**src/shared/hpit_pkg.sv**
```systemverilog
package hpit_pkg;

   localparam int ADDR_W  = 7;
   localparam int DATA_W  = 16;
   localparam int BYTE_W  = 8;

   // Host-writable words sit at the bottom of the map
   localparam int           WREGS          = 6;
   localparam logic [6:0]   ADR_CTRL0      = 7'h00;
   localparam logic [6:0]   ADR_CTRL_CLR   = 7'h02;
   localparam logic [6:0]   ADR_STAT_EN    = 7'h04;
   localparam logic [6:0]   ADR_LINK_EN    = 7'h05;
   localparam logic [6:0]   ADR_STAT_STS   = 7'h10;
   localparam logic [6:0]   ADR_LINK_STS   = 7'h11;
   localparam logic [6:0]   ADR_LINE_SNAP  = 7'h12;
   localparam logic [6:0]   ADR_RX_CNT     = 7'h13;

   localparam int           CTRL_CLR_BIT   = 9;
   localparam logic [15:0]  WREG_RST       = 16'h0000;
   localparam logic [15:0]  UNMAPPED_RD    = 16'h0000;

   // Status sources
   localparam int           STAT_EXT_N     = 8;
   localparam int           STAT_N         = 10;
   localparam int           STAT_OVF_BIT   = 8;
   localparam int           STAT_SEC_BIT   = 9;
   localparam int           LINK_N         = 2;
   localparam logic [7:0]   RX_SIDE_MASK   = 8'h0F;

   // Timing
   localparam int           CLK_NS         = 50;
   localparam int           RESET_MIN_NS   = 100;
   localparam int           RESET_MIN_CYC  = (RESET_MIN_NS + CLK_NS - 1) / CLK_NS;
   localparam int           REF_PER_SEC    = 8000;
   localparam int           SEC_CNT_W      = 13;

   typedef enum logic {HPIT_ST_IDLE, HPIT_ST_ACC} hpit_state_t;

   typedef struct packed {
      logic              write;
      logic              lane_hi;
      logic [ADDR_W-1:0] addr;
   } hpit_acc_t;

   typedef struct packed {
      logic [STAT_EXT_N-1:0] stat;
      logic                  hdlc;
      logic                  far_end_alarm_chan;
   } hpit_evt_t;

endpackage

```
**src/hdl/hpit_irq.sv**
```systemverilog
`timescale 1ns/100ps
`default_nettype none
module hpit_irq
   import hpit_pkg::*;
#(
   parameter int N = 8
) (
   // Clock and reset
   input  wire logic         clk_in,
   input  wire logic         rst_n_in,
   input  wire logic         ce_in,
   // Sources
   input  wire logic [N-1:0] event_in,
   input  wire logic [N-1:0] enable_in,
   input  wire logic [N-1:0] clear_in,
   // Results
   output logic      [N-1:0] status_out,
   output logic              irq_n_out,
   output logic              irq_oe_n_out
);

   genvar g;
   generate
      for (g = 0; g < N; g++) begin : g_src
         // An event in the clearing cycle survives the clear
         always_ff @(posedge clk_in or negedge rst_n_in) begin
            if (!rst_n_in) begin
               status_out[g] <= 1'b0;
            end else if (ce_in) begin
               status_out[g] <= event_in[g] | (status_out[g] & ~clear_in[g]);
            end
         end
      end
   endgenerate

   // Open drain: level is always low, only the enable moves
   always_ff @(posedge clk_in or negedge rst_n_in) begin
      if (!rst_n_in) begin
         irq_n_out    <= 1'b0;
         irq_oe_n_out <= 1'b1;
      end else if (ce_in) begin
         irq_n_out    <= 1'b0;
         irq_oe_n_out <= ~|(status_out & enable_in);
      end
   end

endmodule
`default_nettype wire

```
**src/hdl/hpit_one_sec.sv**
```systemverilog
`timescale 1ns/100ps
`default_nettype none
module hpit_one_sec
   import hpit_pkg::*;
#(
   parameter int PER_SEC = REF_PER_SEC
) (
   // Clock and reset
   input  wire logic clk_in,
   input  wire logic rst_n_in,
   input  wire logic ce_in,
   input  wire logic sm_rst_in,
   // Reference
   input  wire logic ref_8khz_in,
   // Results
   output logic      tick_8k_out,
   output logic      sec_pulse_out
);

   logic                 ref_prev;
   logic [SEC_CNT_W-1:0] count;
   wire                  ref_rise = ref_8khz_in & ~ref_prev;
   wire                  wrap     = (count == SEC_CNT_W'(PER_SEC - 1));

   always_ff @(posedge clk_in or negedge rst_n_in) begin
      if (!rst_n_in) begin
         ref_prev      <= 1'b0;
         count         <= '0;
         tick_8k_out   <= 1'b0;
         sec_pulse_out <= 1'b0;
      end else if (ce_in) begin
         ref_prev      <= ref_8khz_in;
         tick_8k_out   <= ref_rise & ~sm_rst_in;
         sec_pulse_out <= ref_rise & wrap & ~sm_rst_in;
         if (sm_rst_in) begin
            count <= '0;
         end else if (ref_rise) begin
            count <= wrap ? '0 : count + 1'b1;
         end
      end
   end

endmodule
`default_nettype wire

```
**src/hdl/hpit_host_port.sv**
```systemverilog
`timescale 1ns/100ps
`default_nettype none
module hpit_host_port
   import hpit_pkg::*;
#(
   parameter int PER_SEC = REF_PER_SEC
) (
   // Clock, reset, enable
   input  wire logic                   clk_in,
   input  wire logic                   rst_n_in,
   input  wire logic                   ce_in,
   input  wire logic                   reset_in,
   // Host bus
   input  wire logic                   cs_n_in,
   input  wire logic                   addr_strobe_n_in,
   input  wire logic                   write_in,
   input  wire logic                   oe_n_in,
   input  wire logic [ADDR_W-1:0]      addr_in,
   input  wire logic                   bus_width_select_in,
   input  wire logic [DATA_W-1:0]      data_in,
   output logic      [DATA_W-1:0]      data_out,
   output logic      [1:0]             data_oe_n_out,
   // Interrupt pins
   output logic                        stat_irq_n_out,
   output logic                        stat_irq_oe_n_out,
   output logic                        link_irq_n_out,
   output logic                        link_irq_oe_n_out,
   // Timing
   input  wire logic                   ref_8khz_in,
   input  wire logic                   sec_sync_in,
   output logic                        sec_pulse_out,
   output logic                        frame_sync_out,
   // Receiver
   input  wire logic                   rx_hold_in,
   input  wire logic                   rx_clk_active_in,
   input  wire logic                   rx_cell_in,
   output logic                        rx_accept_out,
   // Events and line state
   input  wire hpit_evt_t              evt_in,
   input  wire logic [DATA_W-1:0]      line_status_in,
   // Control words to the rest of the device
   output logic [WREGS-1:0][DATA_W-1:0] ctrl_out
);

   hpit_state_t          state;
   hpit_state_t          next_state;
   hpit_acc_t            acc;
   logic [DATA_W-1:0]    wregs [WREGS];
   logic [DATA_W-1:0]    rd_shown;
   logic [BYTE_W-1:0]    hi_latch;
   logic [DATA_W-1:0]    line_snap;
   logic [DATA_W-1:0]    rx_cnt;
   logic                 sync_prev;
   logic [1:0]           rst_cnt;
   logic [STAT_N-1:0]    stat_sts;
   logic [LINK_N-1:0]    link_sts;
   logic                 sec_tick;
   logic [STAT_N-1:0]    stat_clr;
   logic [LINK_N-1:0]    link_clr;

   // Reset pin must be seen for the minimum width before it acts,
   // which also keeps a single-cycle glitch from wiping the machines.
   wire sm_rst = reset_in & (rst_cnt == 2'(RESET_MIN_CYC - 1));

   always_ff @(posedge clk_in or negedge rst_n_in) begin
      if (!rst_n_in) begin
         rst_cnt <= '0;
      end else if (ce_in) begin
         if (!reset_in) begin
            rst_cnt <= '0;
         end else if (!sm_rst) begin
            rst_cnt <= rst_cnt + 1'b1;
         end
      end
   end

   // Access sequencing
   wire start    = ~addr_strobe_n_in & ~cs_n_in & ~sm_rst;
   wire exec     = (state == HPIT_ST_ACC) & addr_strobe_n_in & ~cs_n_in & ~sm_rst;
   wire wr_fire  = exec & acc.write;
   wire rd_fire  = exec & ~acc.write;
   wire byte_md  = bus_width_select_in;

   always_comb begin
      next_state = state;
      case (state)
         HPIT_ST_IDLE: begin
            if (start) begin
               next_state = HPIT_ST_ACC;
            end
         end
         HPIT_ST_ACC: begin
            if (start) begin
               next_state = HPIT_ST_ACC;
            end else if (exec || cs_n_in || sm_rst) begin
               next_state = HPIT_ST_IDLE;
            end
         end
         default: begin
            next_state = HPIT_ST_IDLE;
         end
      endcase
   end

   always_ff @(posedge clk_in or negedge rst_n_in) begin
      if (!rst_n_in) begin
         state <= HPIT_ST_IDLE;
      end else if (ce_in) begin
         state <= sm_rst ? HPIT_ST_IDLE : next_state;
      end
   end

   // Address, direction and lane are taken on the strobe edge
   always_ff @(posedge clk_in or negedge rst_n_in) begin
      if (!rst_n_in) begin
         acc <= '0;
      end else if (ce_in && !addr_strobe_n_in) begin
         acc.addr    <= addr_in;
         acc.write   <= write_in;
         acc.lane_hi <= data_in[DATA_W-1];
      end
   end

   // Read decode of the address being loaded
   wire rd_is_w    = addr_in < ADDR_W'(WREGS);
   wire [DATA_W-1:0] rd_word =
      rd_is_w                     ? wregs[addr_in[2:0]] :
      (addr_in == ADR_STAT_STS)   ? DATA_W'(stat_sts) :
      (addr_in == ADR_LINK_STS)   ? DATA_W'(link_sts) :
      (addr_in == ADR_LINE_SNAP)  ? line_snap :
      (addr_in == ADR_RX_CNT)     ? rx_cnt :
                                    UNMAPPED_RD;
   wire rd_lane_hi = data_in[DATA_W-1];
   wire [DATA_W-1:0] rd_drive =
      !byte_md   ? rd_word :
      rd_lane_hi ? {{BYTE_W{1'b0}}, hi_latch} :
                   {{BYTE_W{1'b0}}, rd_word[BYTE_W-1:0]};

   // Read data stands for the cycle after the strobe edge
   always_ff @(posedge clk_in or negedge rst_n_in) begin
      if (!rst_n_in) begin
         data_out      <= '0;
         data_oe_n_out <= 2'b11;
         rd_shown      <= '0;
      end else if (ce_in) begin
         if (start && !write_in) begin
            data_out      <= rd_drive;
            rd_shown      <= rd_word;
            data_oe_n_out <= oe_n_in ? 2'b11 : (byte_md ? 2'b10 : 2'b00);
         end else begin
            data_oe_n_out <= 2'b11;
         end
      end
   end

   // A low-lane or full-width read keeps the upper byte for later.
   // Reading the high lane first therefore returns stale data.
   wire rd_full = rd_fire & (~byte_md | ~acc.lane_hi);

   always_ff @(posedge clk_in or negedge rst_n_in) begin
      if (!rst_n_in) begin
         hi_latch <= '0;
      end else if (ce_in && rd_full) begin
         hi_latch <= rd_shown[DATA_W-1:BYTE_W];
      end
   end

   // Status clears only the bits the host actually saw
   assign stat_clr = (rd_full && acc.addr == ADR_STAT_STS) ? rd_shown[STAT_N-1:0] : '0;
   assign link_clr = (rd_full && acc.addr == ADR_LINK_STS) ? rd_shown[LINK_N-1:0] : '0;

   // Write data merge for the addressed word
   wire [DATA_W-1:0] wr_cur  = wregs[acc.addr[2:0]];
   wire [DATA_W-1:0] wr_word =
      !byte_md          ? data_in :
      data_in[DATA_W-1] ? {data_in[BYTE_W-1:0], wr_cur[BYTE_W-1:0]} :
                          {wr_cur[DATA_W-1:BYTE_W], data_in[BYTE_W-1:0]};

   genvar g;
   generate
      for (g = 0; g < WREGS; g++) begin : g_wreg
         wire hit = wr_fire & (acc.addr == ADDR_W'(g));
         always_ff @(posedge clk_in or negedge rst_n_in) begin
            if (!rst_n_in) begin
               wregs[g] <= WREG_RST;
            end else if (ce_in) begin
               if (hit) begin
                  wregs[g] <= wr_word;
               end else if (sm_rst && ADDR_W'(g) == ADR_CTRL_CLR) begin
                  wregs[g][CTRL_CLR_BIT] <= 1'b0;
               end
            end
         end
         always_ff @(posedge clk_in or negedge rst_n_in) begin
            if (!rst_n_in) begin
               ctrl_out[g] <= WREG_RST;
            end else if (ce_in) begin
               ctrl_out[g] <= wregs[g];
            end
         end
      end
   endgenerate

   // Line status snapshot once a second
   always_ff @(posedge clk_in or negedge rst_n_in) begin
      if (!rst_n_in) begin
         sync_prev <= 1'b0;
         line_snap <= '0;
      end else if (ce_in) begin
         sync_prev <= sec_sync_in;
         if (sec_sync_in && !sync_prev) begin
            line_snap <= line_status_in;
         end
      end
   end

   // Cell receiver: counting holds while the hold input is high
   wire cell_ok = rx_cell_in & ~rx_hold_in & rx_clk_active_in & ~sm_rst;
   wire rx_ovf  = cell_ok & (&rx_cnt);

   always_ff @(posedge clk_in or negedge rst_n_in) begin
      if (!rst_n_in) begin
         rx_cnt        <= '0;
         rx_accept_out <= 1'b0;
      end else if (ce_in) begin
         rx_accept_out <= ~rx_hold_in & ~sm_rst;
         if (cell_ok) begin
            rx_cnt <= rx_cnt + 1'b1;
         end
      end
   end

   // Receive-side sources need a running receive clock
   wire [STAT_EXT_N-1:0] ext_ok = evt_in.stat & ~(RX_SIDE_MASK & {STAT_EXT_N{~rx_clk_active_in}});
   wire [STAT_N-1:0]     stat_ev = {sec_tick, rx_ovf, ext_ok};
   wire [LINK_N-1:0]     link_ev = {evt_in.hdlc, evt_in.far_end_alarm_chan};

   hpit_irq #(
      .N (STAT_N)
   ) u_stat_irq (
      .clk_in       (clk_in),
      .rst_n_in     (rst_n_in),
      .ce_in        (ce_in),
      .event_in     (stat_ev),
      .enable_in    (wregs[ADR_STAT_EN[2:0]][STAT_N-1:0]),
      .clear_in     (stat_clr),
      .status_out   (stat_sts),
      .irq_n_out    (stat_irq_n_out),
      .irq_oe_n_out (stat_irq_oe_n_out)
   );

   hpit_irq #(
      .N (LINK_N)
   ) u_link_irq (
      .clk_in       (clk_in),
      .rst_n_in     (rst_n_in),
      .ce_in        (ce_in),
      .event_in     (link_ev),
      .enable_in    (wregs[ADR_LINK_EN[2:0]][LINK_N-1:0]),
      .clear_in     (link_clr),
      .status_out   (link_sts),
      .irq_n_out    (link_irq_n_out),
      .irq_oe_n_out (link_irq_oe_n_out)
   );

   // The second pulse doubles as a status source
   hpit_one_sec #(
      .PER_SEC (PER_SEC)
   ) u_one_sec (
      .clk_in        (clk_in),
      .rst_n_in      (rst_n_in),
      .ce_in         (ce_in),
      .sm_rst_in     (sm_rst),
      .ref_8khz_in   (ref_8khz_in),
      .tick_8k_out   (frame_sync_out),
      .sec_pulse_out (sec_tick)
   );

   always_ff @(posedge clk_in or negedge rst_n_in) begin
      if (!rst_n_in) begin
         sec_pulse_out <= 1'b0;
      end else if (ce_in) begin
         sec_pulse_out <= sec_tick;
      end
   end

endmodule
`default_nettype wire

```
**config.mk**
```make
export PLATFORM = sky130hd
export DESIGN_NAME = hpit_host_port
export DESIGN_NICKNAME = d
export VERILOG_FILES = /design/src/shared/hpit_pkg.sv /design/src/hdl/hpit_irq.sv /design/src/hdl/hpit_one_sec.sv /design/src/hdl/hpit_host_port.sv
export SDC_FILE = /design/constraint.sdc
export NUM_CORES = 1
export LEC_CHECK = 0
export ABC_AREA = 1
export BUFFER_PORTS_ARGS = -buffer_cell sky130_fd_sc_hd__clkbuf_2
export CORE_ASPECT_RATIO = 0.8
export CORE_MARGIN = 3
export CORE_UTILIZATION = 40
export CTS_BUF_LIST = sky130_fd_sc_hd__clkbuf_2
export DETAILED_ROUTE_END_ITERATION = 12
export HOLD_SLACK_MARGIN = 0.12
export PLACE_DENSITY_LB_ADDON = 0.1
export SLEW_MARGIN = 5
export SYNTH_ARGS = -nofsm -noshare
export SYNTH_HDL_FRONTEND = slang
export SYNTH_SLANG_ARGS = --single-unit
```
**constraint.sdc**
```tcl
create_clock -name clk_in -period 4.1 [get_ports clk_in]
set_input_delay 0.205 -clock clk_in [delete_from_list [all_inputs] [get_ports clk_in]]
set_output_delay 0.205 -clock clk_in [all_outputs]
set_load 0.01 [all_outputs]
```
-- Yosys cells after proc, flatten, opt, wreduce, memory -nomap -nowiden
Cells that the tools add are included.
- magnitude comparators: 3
- $add $sub $neg: 3
- mux-type cells: 32
- bitwise operators: 77
- reductions and logical operators: 31
- eq/ne operators: 14
- operators by type and width (cell ; count):
    two-way mux 16 bit ; 12
    binary-select mux 16 bit (select 3 bit) ; 2
    == test 7 x 5 -> 1 bit (second input constant) ; 6
    two-way mux 13 bit ; 3
    AND 1 bit ; 36
    AND reduction 2 bit ; 12
    NOT 1 bit ; 22
    adder 16 x 1 -> 16 bit (second input constant) ; 1
    AND reduction 16 bit ; 1
    == test 7 x 2 -> 1 bit (second input constant) ; 2
    == test 7 x 3 -> 1 bit (second input constant) ; 2
    adder 13 x 1 -> 13 bit (second input constant) ; 1
    == test 13 bit (second input constant) ; 1
    OR 1 bit ; 13
    two-way mux 2 bit ; 6
    AND 10 bit ; 1
    two-way mux 10 bit ; 1
    OR reduction 10 bit ; 1
    AND 8 bit ; 1
    >= comparator 4 bit (second input constant) ; 2
    two-way mux 8 bit ; 1
    NOT 3 -> 4 bit ; 2
    NOT 4 -> 8 bit ; 1
    == test 7 x 1 -> 1 bit (second input constant) ; 1
    other kinds (13) ; 29
- bits of input ports: 63
- output and inout bits: 121
- flip-flop bits (word level): 311
- word-level logic and storage cells: 205

-- Depth between registers and ports, before layout
Gate-level depths: netlist of run 1.
- depth after elaboration: 11
- depth in mapped cells: 12
- gate-level depth less buffers: 11

-- By module
From an unflattened synthesis of run 1, not the netlist that was laid out.
- cells, all modules: 1994
- area total of the unflattened synthesis: 15167.0 um2
- by module, submodules not included (module ; area each (um2) ; cells each ; instances):
    hpit_host_port ; 13603.0 ; 1803 ; 1
    hpit_one_sec ; 903.4 ; 114 ; 1
    hpit_irq at u_stat_irq ; 519.2 ; 58 ; 1
    hpit_irq at u_link_irq ; 141.4 ; 19 ; 1

-- Worst setup path after synthesis of run 1
Ideal clock, no wire load.
- path kind: register to register
- start point: register rst_cnt[0]
- end point: register rx_cnt[12]
- stages on the path, launching flop included: 9
- arrival: 1.586 ns
- path buffers: 0
- required time: 3.979 ns
- clock period less this slack: 1.707 ns
- path slack: 2.393 ns
- cell sequence: dfrtp_1 -> ha_1 -> nand2_1 -> inv_1 -> nor2_1 -> nand2_1 -> nor3_1 -> nand2_1 -> xor2_1
- longest elaborated chain between the ends: 5
- RTL lines (element ; RTL line ; RTL):
    from (decl) ; hpit_host_port.sv:54 ; logic [1:0] rst_cnt;
    from (signal assigned) ; hpit_host_port.sv:72 ; rst_cnt <= rst_cnt + 1'b1;
    == test 2 x 1 -> 1 bit ; hpit_host_port.sv:63 ; wire sm_rst = reset_in & (rst_cnt == 2'(RESET_MIN_CYC - 1));
    AND 1 bit ; hpit_host_port.sv:63 ;
    NOT 1 bit ; hpit_host_port.sv:218 ; wire cell_ok = rx_cell_in & ~rx_hold_in & rx_clk_active_in & ~sm_rst;
    AND 1 bit ; hpit_host_port.sv:218 ;
    AND reduction 2 bit (no source line) ; -- ;
    to (signal assigned) ; hpit_host_port.sv:228 ; rx_cnt <= rx_cnt + 1'b1;
    to (decl) ; hpit_host_port.sv:52 ; logic [DATA_W-1:0] rx_cnt;
No other way between the ends.
A chain may end at the register's enable or synchronous reset.

==> results.py, run 1 <==
metrics = {
    "power": {
        "pwr-share-comb": 0.141,
        "vdd_drop_max_mv": 0.178,
        "netSwitchingFraction": 0.322,
        "p_seq_frac": 0.530,
        "p_clk_frac": 0.329,
        "p_switching_mw": 2.07,
        "cellPowerDensity_nw_per_um2": 349,
        "p_int_mw": 4.36,
        "leakage_nw": 10.0,
    },
    "floorplanning": {
        "die_area_um2": 39900,
        "fp.coreArea_um2": 36500,
        "rows": 62,
        "ios": 184,
        "die_h_um": 179,
        "start_util": 0.412,
        "die_w_um": 223,
    },
    "global_route": {
        "grt_max_degree": 103,
        "track_usage": 0.276,
        "grt_pass1_wl_um": 84400,
        "grt_overflow": 0,
        "grt_pass1_vias": 14346,
        "antenna_found_initial": 2,
    },
    "sta": {
        "grt_setup_unrepaired": "no",
        "report.final.slew_viol_count": 0,
        "slew_headroom": 0.331,
        "setup_tns_ns": 0,
        "timing.final.ws_setup_ns": 0.766,
        "fin_crit_sh": 0.813,
        "finalHoldViolations": 0,
        "fmax_mhz": 300,
        "setup_viol": 0,
        "tightest_slew_ns": 1.00,
        "clock-skew-final_ns": 0.123,
        "fin_crit_ns": 3.33,
    },
    "cts": {
        "numCtsBuffers": 81,
        "cts.sinks": 311,
        "cts_tree": "yes",
        "cts_buffer_depth": 3,
        "cts-resized-gates": 0,
        "htreeDepth": 3,
        "clk_latency_ns": 1.05,
        "holdBufCountCts": 141,
        "path_clk_slew_ns": 0.12,
        "clockRootBuffer": "clkbuf_2",
        "post_cts_buffers": 0,
    },
    "critical_path": {
        "worstSetupStartpointType": "input port",
        "worst-endpoint-required_ns": 5.04,
        "r2r_start": "rst_cnt[0]$_DFFE_PN0P_",
        "crit_fanout": 42,
        "critPathKind": "input port to flop",
        "ff2ff_path_depth": 10,
        "end_kind": "flop",
        "r2r_setup_slack_ns": 1.18,
        "arrival_ns": 4.27,
        "r2r-end": "data_oe_n_out[1]$_DFFE_PN1P_",
    },
    "synth": {
        "netlist_area_um2": 15000,
        "ys_ff_latch": 311,
        "syn_area_per_cell_um2": 7.62,
        "yosysWarnings": 0,
        "yosysSeqAreaShare": 0.518,
        "syn_inst": 1971,
        "synth-edff-count": 0,
        "synthFlopType": "dfrtp_1",
        "synth.distinct_cells": 44,
        "synthArstFlopShare": 1.00,
    },
    "place": {
        "io_buffers": 181,
        "gp_congestion": 0.946,
        "pre_cts_slack_ns": 1.37,
        "dp_hpwl_um": 37300,
    },
    "route": {
        "drc_errors": 0,
        "drt_iter0_markers": 1409,
        "wire_per_inst_um": 19.1,
        "wirelength_um": 54600,
        "vias": 14536,
        "ant_nets": 0,
        "via_per_inst": 5.09,
        "drtPass1Iterations": 6,
    },
    "layout": {
        "layout_commonest_cell": "nand2_1",
        "fin_util": 0.505,
        "syn_to_final_growth_pct": 22.5,
        "final_cell_mix": "951 x nand2_1, 307 x dfrtp_1, 301 x clkbuf_2",
        "final_layout_size_suffix_gt1_frac": 0.165,
        "nNetsFinal": 2381,
    },
    "job": {
        "drv_cap": 0,
    },
    "hold_path": {
        "hold_path_depth": 5,
        "hold_end": "wregs[31]$_DFFE_PN0P_",
        "hold_path_class": "input port to flop",
        "holdCritStartpoint": "data_in[7]",
    },
    "run_status": {
        "status": "finished, final reports clean",
    },
}
layout make-up:
type                       instances  area [um2]
antenna                            3        7.51
sequential                       311        7790
inverter                         151         581
timing repair buffer             341        2500
clock buffer                     122         611
tap                              480         601
multi-input combinational       1429        6260
fill                            3656       18100
clock inverter                    16        63.8
Yosys cell counts, types with 10 or more instances:
| cell | instances | area, um2 |
|---|---|---|
| nor2_1 | 106 | 398 |
| a22oi_1 | 10 | 75.1 |
| mux2_2 | 16 | 180 |
| dfrtp_1 | 307 | 7680 |
| buf_2 | 30 | 150 |
| a21oi_1 | 35 | 175 |
| nand4_1 | 26 | 163 |
| clkbuf_1 | 32 | 120 |
| nand2_1 | 951 | 3570 |
| o21ai_0 | 79 | 395 |
| xor2_1 | 14 | 123 |
| nand3_1 | 120 | 601 |
| inv_1 | 134 | 503 |
metrics by stage:
stage / total power, mW / cells / cell area, um2 / hold WS (ns)
2_1_floorplan: 3.90 / 1972 / 15000 / -0.0906
3_3_place_gp: 4.25 / 2571 / 16300 / 0.333
3_5_place_dp: 4.26 / 2571 / 16300 / 0.343
4_1_cts: 6.48 / 2850 / 18400 / 0.178
5_1_grt: 6.79 / 2853 / 18400 / 0.205
6_report: 6.43 / 2853 / 18400 / 0.269
sequential cells by signal, summed over array words and instances, names as in the netlist:
signal,count
u_stat_irq.status_out,10
data_out,16
hi_latch,8
data_oe_n_out,2
u_one_sec.count,13
u_one_sec.sec_pulse_out,1
u_link_irq.status_out,2
acc,9
u_stat_irq.irq_oe_n_out,1
ctrl_out,96
rd_shown,16
wregs,96
rx_accept_out,1
line_snap,16
rx_cnt,16
sec_pulse_out,1
sync_prev,1
u_one_sec.tick_8k_out,1
state,1
u_link_irq.irq_oe_n_out,1
u_one_sec.ref_prev,1
rst_cnt,2
power groups by stage:
stage | Combinational [mW] | Clock, mW | Sequential (mW)
2_1_floorplan | 0.470 | 0 | 3.43
3_3_place_gp | 0.786 | 0 | 3.46
3_5_place_dp | 0.796 | 0 | 3.46
4_1_cts | 0.904 | 2.18 | 3.40
5_1_grt | 1.01 | 2.35 | 3.43
6_report | 0.910 | 2.11 | 3.41
metal layers:
metal,vias to the layer above,GRT usage,share of wire
li1,6910,-,-
met1,6880,0.388,0.45
met2,630,0.404,0.42
met3,116,0.0858,0.094
met4,0,0.104,0.034
met5,-,0,0
critical path, stage by stage:
cell and delay [ns]:
dlygate4sd3_1 0.52, dlygate4sd3_1 0.54, buf_4 0.39, inv_4 0.32, nor2_4 0.30, nand2_1 0.12, nor2_2 0.11, dlygate4sd3_1 0.61
buf_4 0.38, a31oi_1 0.13, dlygate4sd3_1 0.60
kinds of logic (layout without fill, tap and decap cells):
| group | count (synthesis) | in the layout | synth area share |
|---|---|---|---|
| flip-flops | 311 | 311 | 0.518 |
| XOR/XNOR | 18 | 18 | 0.0105 |
| AND/OR/NAND/NOR | 1235 | 1235 | 0.332 |
| AO/OA/AOI/OAI | 155 | 155 | 0.0583 |
| buffers and inverters | 232 | 630 | 0.0662 |
| adder cells (fa/ha/maj) | 3 | 3 | 0.00250 |
| multiplexers | 16 | 16 | 0.0120 |
| other | 1 | 5 | 0.000250 |
how the worst max path moves through the flow:
stage / startpoint / endpoint / slack, ns / cells past startpoint
floorplan: rst_cnt[0]$_DFFE_PN0P_ / rx_cnt[12]$_DFFE_PN0P_ / 2.39 / 8
global placement: addr_in[0] / rd_shown[10]$_DFFE_PN0P_ / 1.31 / 11
detailed placement: addr_in[0] / rd_shown[10]$_DFFE_PN0P_ / 1.37 / 11
CTS: ce_in / data_oe_n_out[1]$_DFFE_PN1P_ / 0.87 / 11
global route: ce_in / data_oe_n_out[1]$_DFFE_PN1P_ / 0.62 / 11
finish: ce_in / data_oe_n_out[1]$_DFFE_PN1P_ / 0.77 / 11
(Power assumes the default switching activity.)
==> run 2, diff against run 1 <==
==> constraint.sdc (replaced) <==
create_clock -name clk_in -period 2.8 [get_ports clk_in]
set_input_delay 0.14 -clock clk_in [delete_from_list [all_inputs] [get_ports clk_in]]
set_output_delay 0.14 -clock clk_in [all_outputs]
set_load 0.01 [all_outputs]
==> run 2 against run 1 <==
  * First-iteration DRC count up 5.0%
  * Clock power up 60%
  * Non-clock buffer count up 15
  * Critical path depth down 3
  * Clock skew down 0.072 ns
  * Critical path type is now flop to flop
==> results.py, run 2 (synthesized netlist as in run 1, its figures left out) <==
metrics = {
    "place": {
        "dpl-instance-area_um2": 16500,
        "dp_hpwl_um": 37600,
        "io_buffers": 181,
        "placed_cells": 2585,
        "gp_congestion": 0.961,
        "pre_cts_slack_ns": 0.449,
    },
    "sta": {
        "hold_ws_ns": 0.231,
        "timing.final.ws_setup_ns": 0.256,
        "report.final.slew_viol_count": 0,
        "finalHoldViolations": 0,
        "setup_tns_ns": 0,
        "fmax_mhz": 393,
        "setup_viol": 0,
        "fin_crit_ns": 2.54,
        "slew_headroom": 0.465,
        "grt_setup_unrepaired": "no",
        "tightest_slew_ns": 0.801,
        "fin_crit_sh": 0.909,
        "clock-skew-final_ns": 0.0513,
    },
    "cts": {
        "cts_tree": "yes",
        "post_cts_buffers": 0,
        "numCtsBuffers": 83,
        "path_clk_slew_ns": 0.12,
        "cts.sinks": 311,
        "clockRootBuffer": "clkbuf_2",
        "clk_latency_ns": 1.00,
        "htreeDepth": 3,
        "cts_buffer_depth": 3,
    },
    "critical_path": {
        "crit_fanout": 6,
        "r2r_setup_slack_ns": 0.26,
        "r2r-end": "rst_cnt[1]$_DFFE_PN0P_",
        "worstPathCellList": "ha_1 -> nand2_1 -> inv_1 -> nor2_1 -> nand2_1 -> dlygate4sd3_1 -> o22ai_1 -> dlygate4sd3_1",
        "crit_path_top_delay_cell": "dlygate4sd3_1",
        "r2r_start": "rst_cnt[0]$_DFFE_PN0P_",
        "arrival_ns": 3.44,
        "max_stage_delay_ns": 0.60,
        "end_kind": "flop",
        "worstSetupStartpointType": "flop",
        "critPathKind": "flop to flop",
        "worst-endpoint-required_ns": 3.70,
        "ff2ff_path_depth": 8,
    },
    "power": {
        "vdd_drop_max_mv": 0.444,
        "leakage_nw": 10.1,
        "cellPowerDensity_nw_per_um2": 522,
        "power.total_mw": 9.74,
    },
    "layout": {
        "fin_util": 0.512,
        "fin_cells": 2871,
        "multi_input_area_um2": 6260,
        "layout_commonest_cell": "nand2_1",
        "syn_to_final_growth_pct": 24.2,
        "nNetsFinal": 2398,
        "seqCellArea_um2": 7790,
        "num-fill-cells": 3636,
        "top_regs": "ctrl_out: 96 flops, wregs: 96 flops",
        "design_area_um2": 18700,
        "final_layout_size_suffix_gt1_frac": 0.168,
        "final_cell_mix": "951 x nand2_1, 306 x dfrtp_1, 297 x clkbuf_2",
    },
    "floorplanning": {
        "ios": 184,
        "die_area_um2": 39900,
        "rows": 62,
        "die_w_um": 223,
        "start_util": 0.412,
        "fp.coreArea_um2": 36500,
        "die_h_um": 179,
    },
    "route": {
        "drtPass1Iterations": 8,
        "vias": 14572,
        "via_per_inst": 5.08,
        "ant_nets": 0,
        "drc_errors": 0,
        "wirelength_um": 54600,
        "drt_iter0_markers": 1479,
        "wire_per_inst_um": 19.0,
    },
    "global_route": {
        "grt_pass1_wl_um": 84200,
        "track_usage": 0.274,
        "grt_pass1_vias": 14171,
        "antenna_found_initial": 3,
        "grt_overflow": 0,
        "grt_max_degree": 71,
    },
    "hold_path": {
        "hold_end": "wregs[6]$_DFFE_PN0P_",
        "hold_path_depth": 6,
        "holdCritStartpoint": "data_in[6]",
        "hold_path_class": "input port to flop",
    },
    "run_status": {
        "status": "finished, final reports clean",
    },
    "job": {
        "drv_cap": 0,
    },
}
run 2: report_power, final:
part | internal, mW | leakage, nW | switching (mW) | total, mW
Combinational | 0.511 | 5.38 | 0.852 | 1.36
Clock | 1.40 | 0.578 | 1.98 | 3.38
Sequential | 4.76 | 4.17 | 0.240 | 5.00
run 2: metal layers:
metal / up-vias / GRT usage / part of all wire
met4: 0 / 0.0950 / 0.032
li1: 6928 / - / -
met2: 637 / 0.399 / 0.42
met5: - / 0 / 0
met3: 118 / 0.0796 / 0.095
met1: 6889 / 0.392 / 0.45
run 2: worst max path at each step:
| stage | slack (ns) | start | to | depth (start not counted) |
|---|---|---|---|---|
| 6_report | 0.26 | rst_cnt[0]$_DFFE_PN0P_ | rst_cnt[1]$_DFFE_PN0P_ | 8 |
| 5_1_grt | 0.11 | rst_cnt[0]$_DFFE_PN0P_ | u_stat_irq.status_out[1]$_DFFE_PN0P_ | 8 |
| 4_1_cts | 0.01 | rst_cnt[0]$_DFFE_PN0P_ | data_oe_n_out[0]$_DFFE_PN1P_ | 10 |
| 3_5_place_dp | 0.45 | addr_in[0] | data_out[2]$_DFFE_PN0P_ | 9 |
| 3_3_place_gp | 0.50 | addr_in[0] | data_out[2]$_DFFE_PN0P_ | 9 |
| 2_1_floorplan | 1.09 | rst_cnt[0]$_DFFE_PN0P_ | rx_cnt[12]$_DFFE_PN0P_ | 8 |
run 2: what timing repair did:
action | in CTS | in global routing
resized for setup | 0 | 3
setup endpoints to repair | 0 | 9
hold buffers | 143 | 0
endpoints found under the hold margin | 622 | 0
run 2: final cells by class:
type                    count  share of cell area
well taps                 480              0.0322
clock inverters            24             0.00925
diodes                      2            0.000268
flip-flops and latches    311               0.417
multi-input cells        1429               0.335
clock buffers             118              0.0316
inverters                 151              0.0311
repair buffers            356               0.143
run 2: critical path, delay by kind of cell, from the launching register on:
family	cells	cell delay (ns)
flip-flops	1	0.40
buffers and inverters	3	1.31
AO/OA/AOI/OAI	1	0.13
AND/OR/NAND/NOR	3	0.45
adder cells (fa/ha/maj)	1	0.21
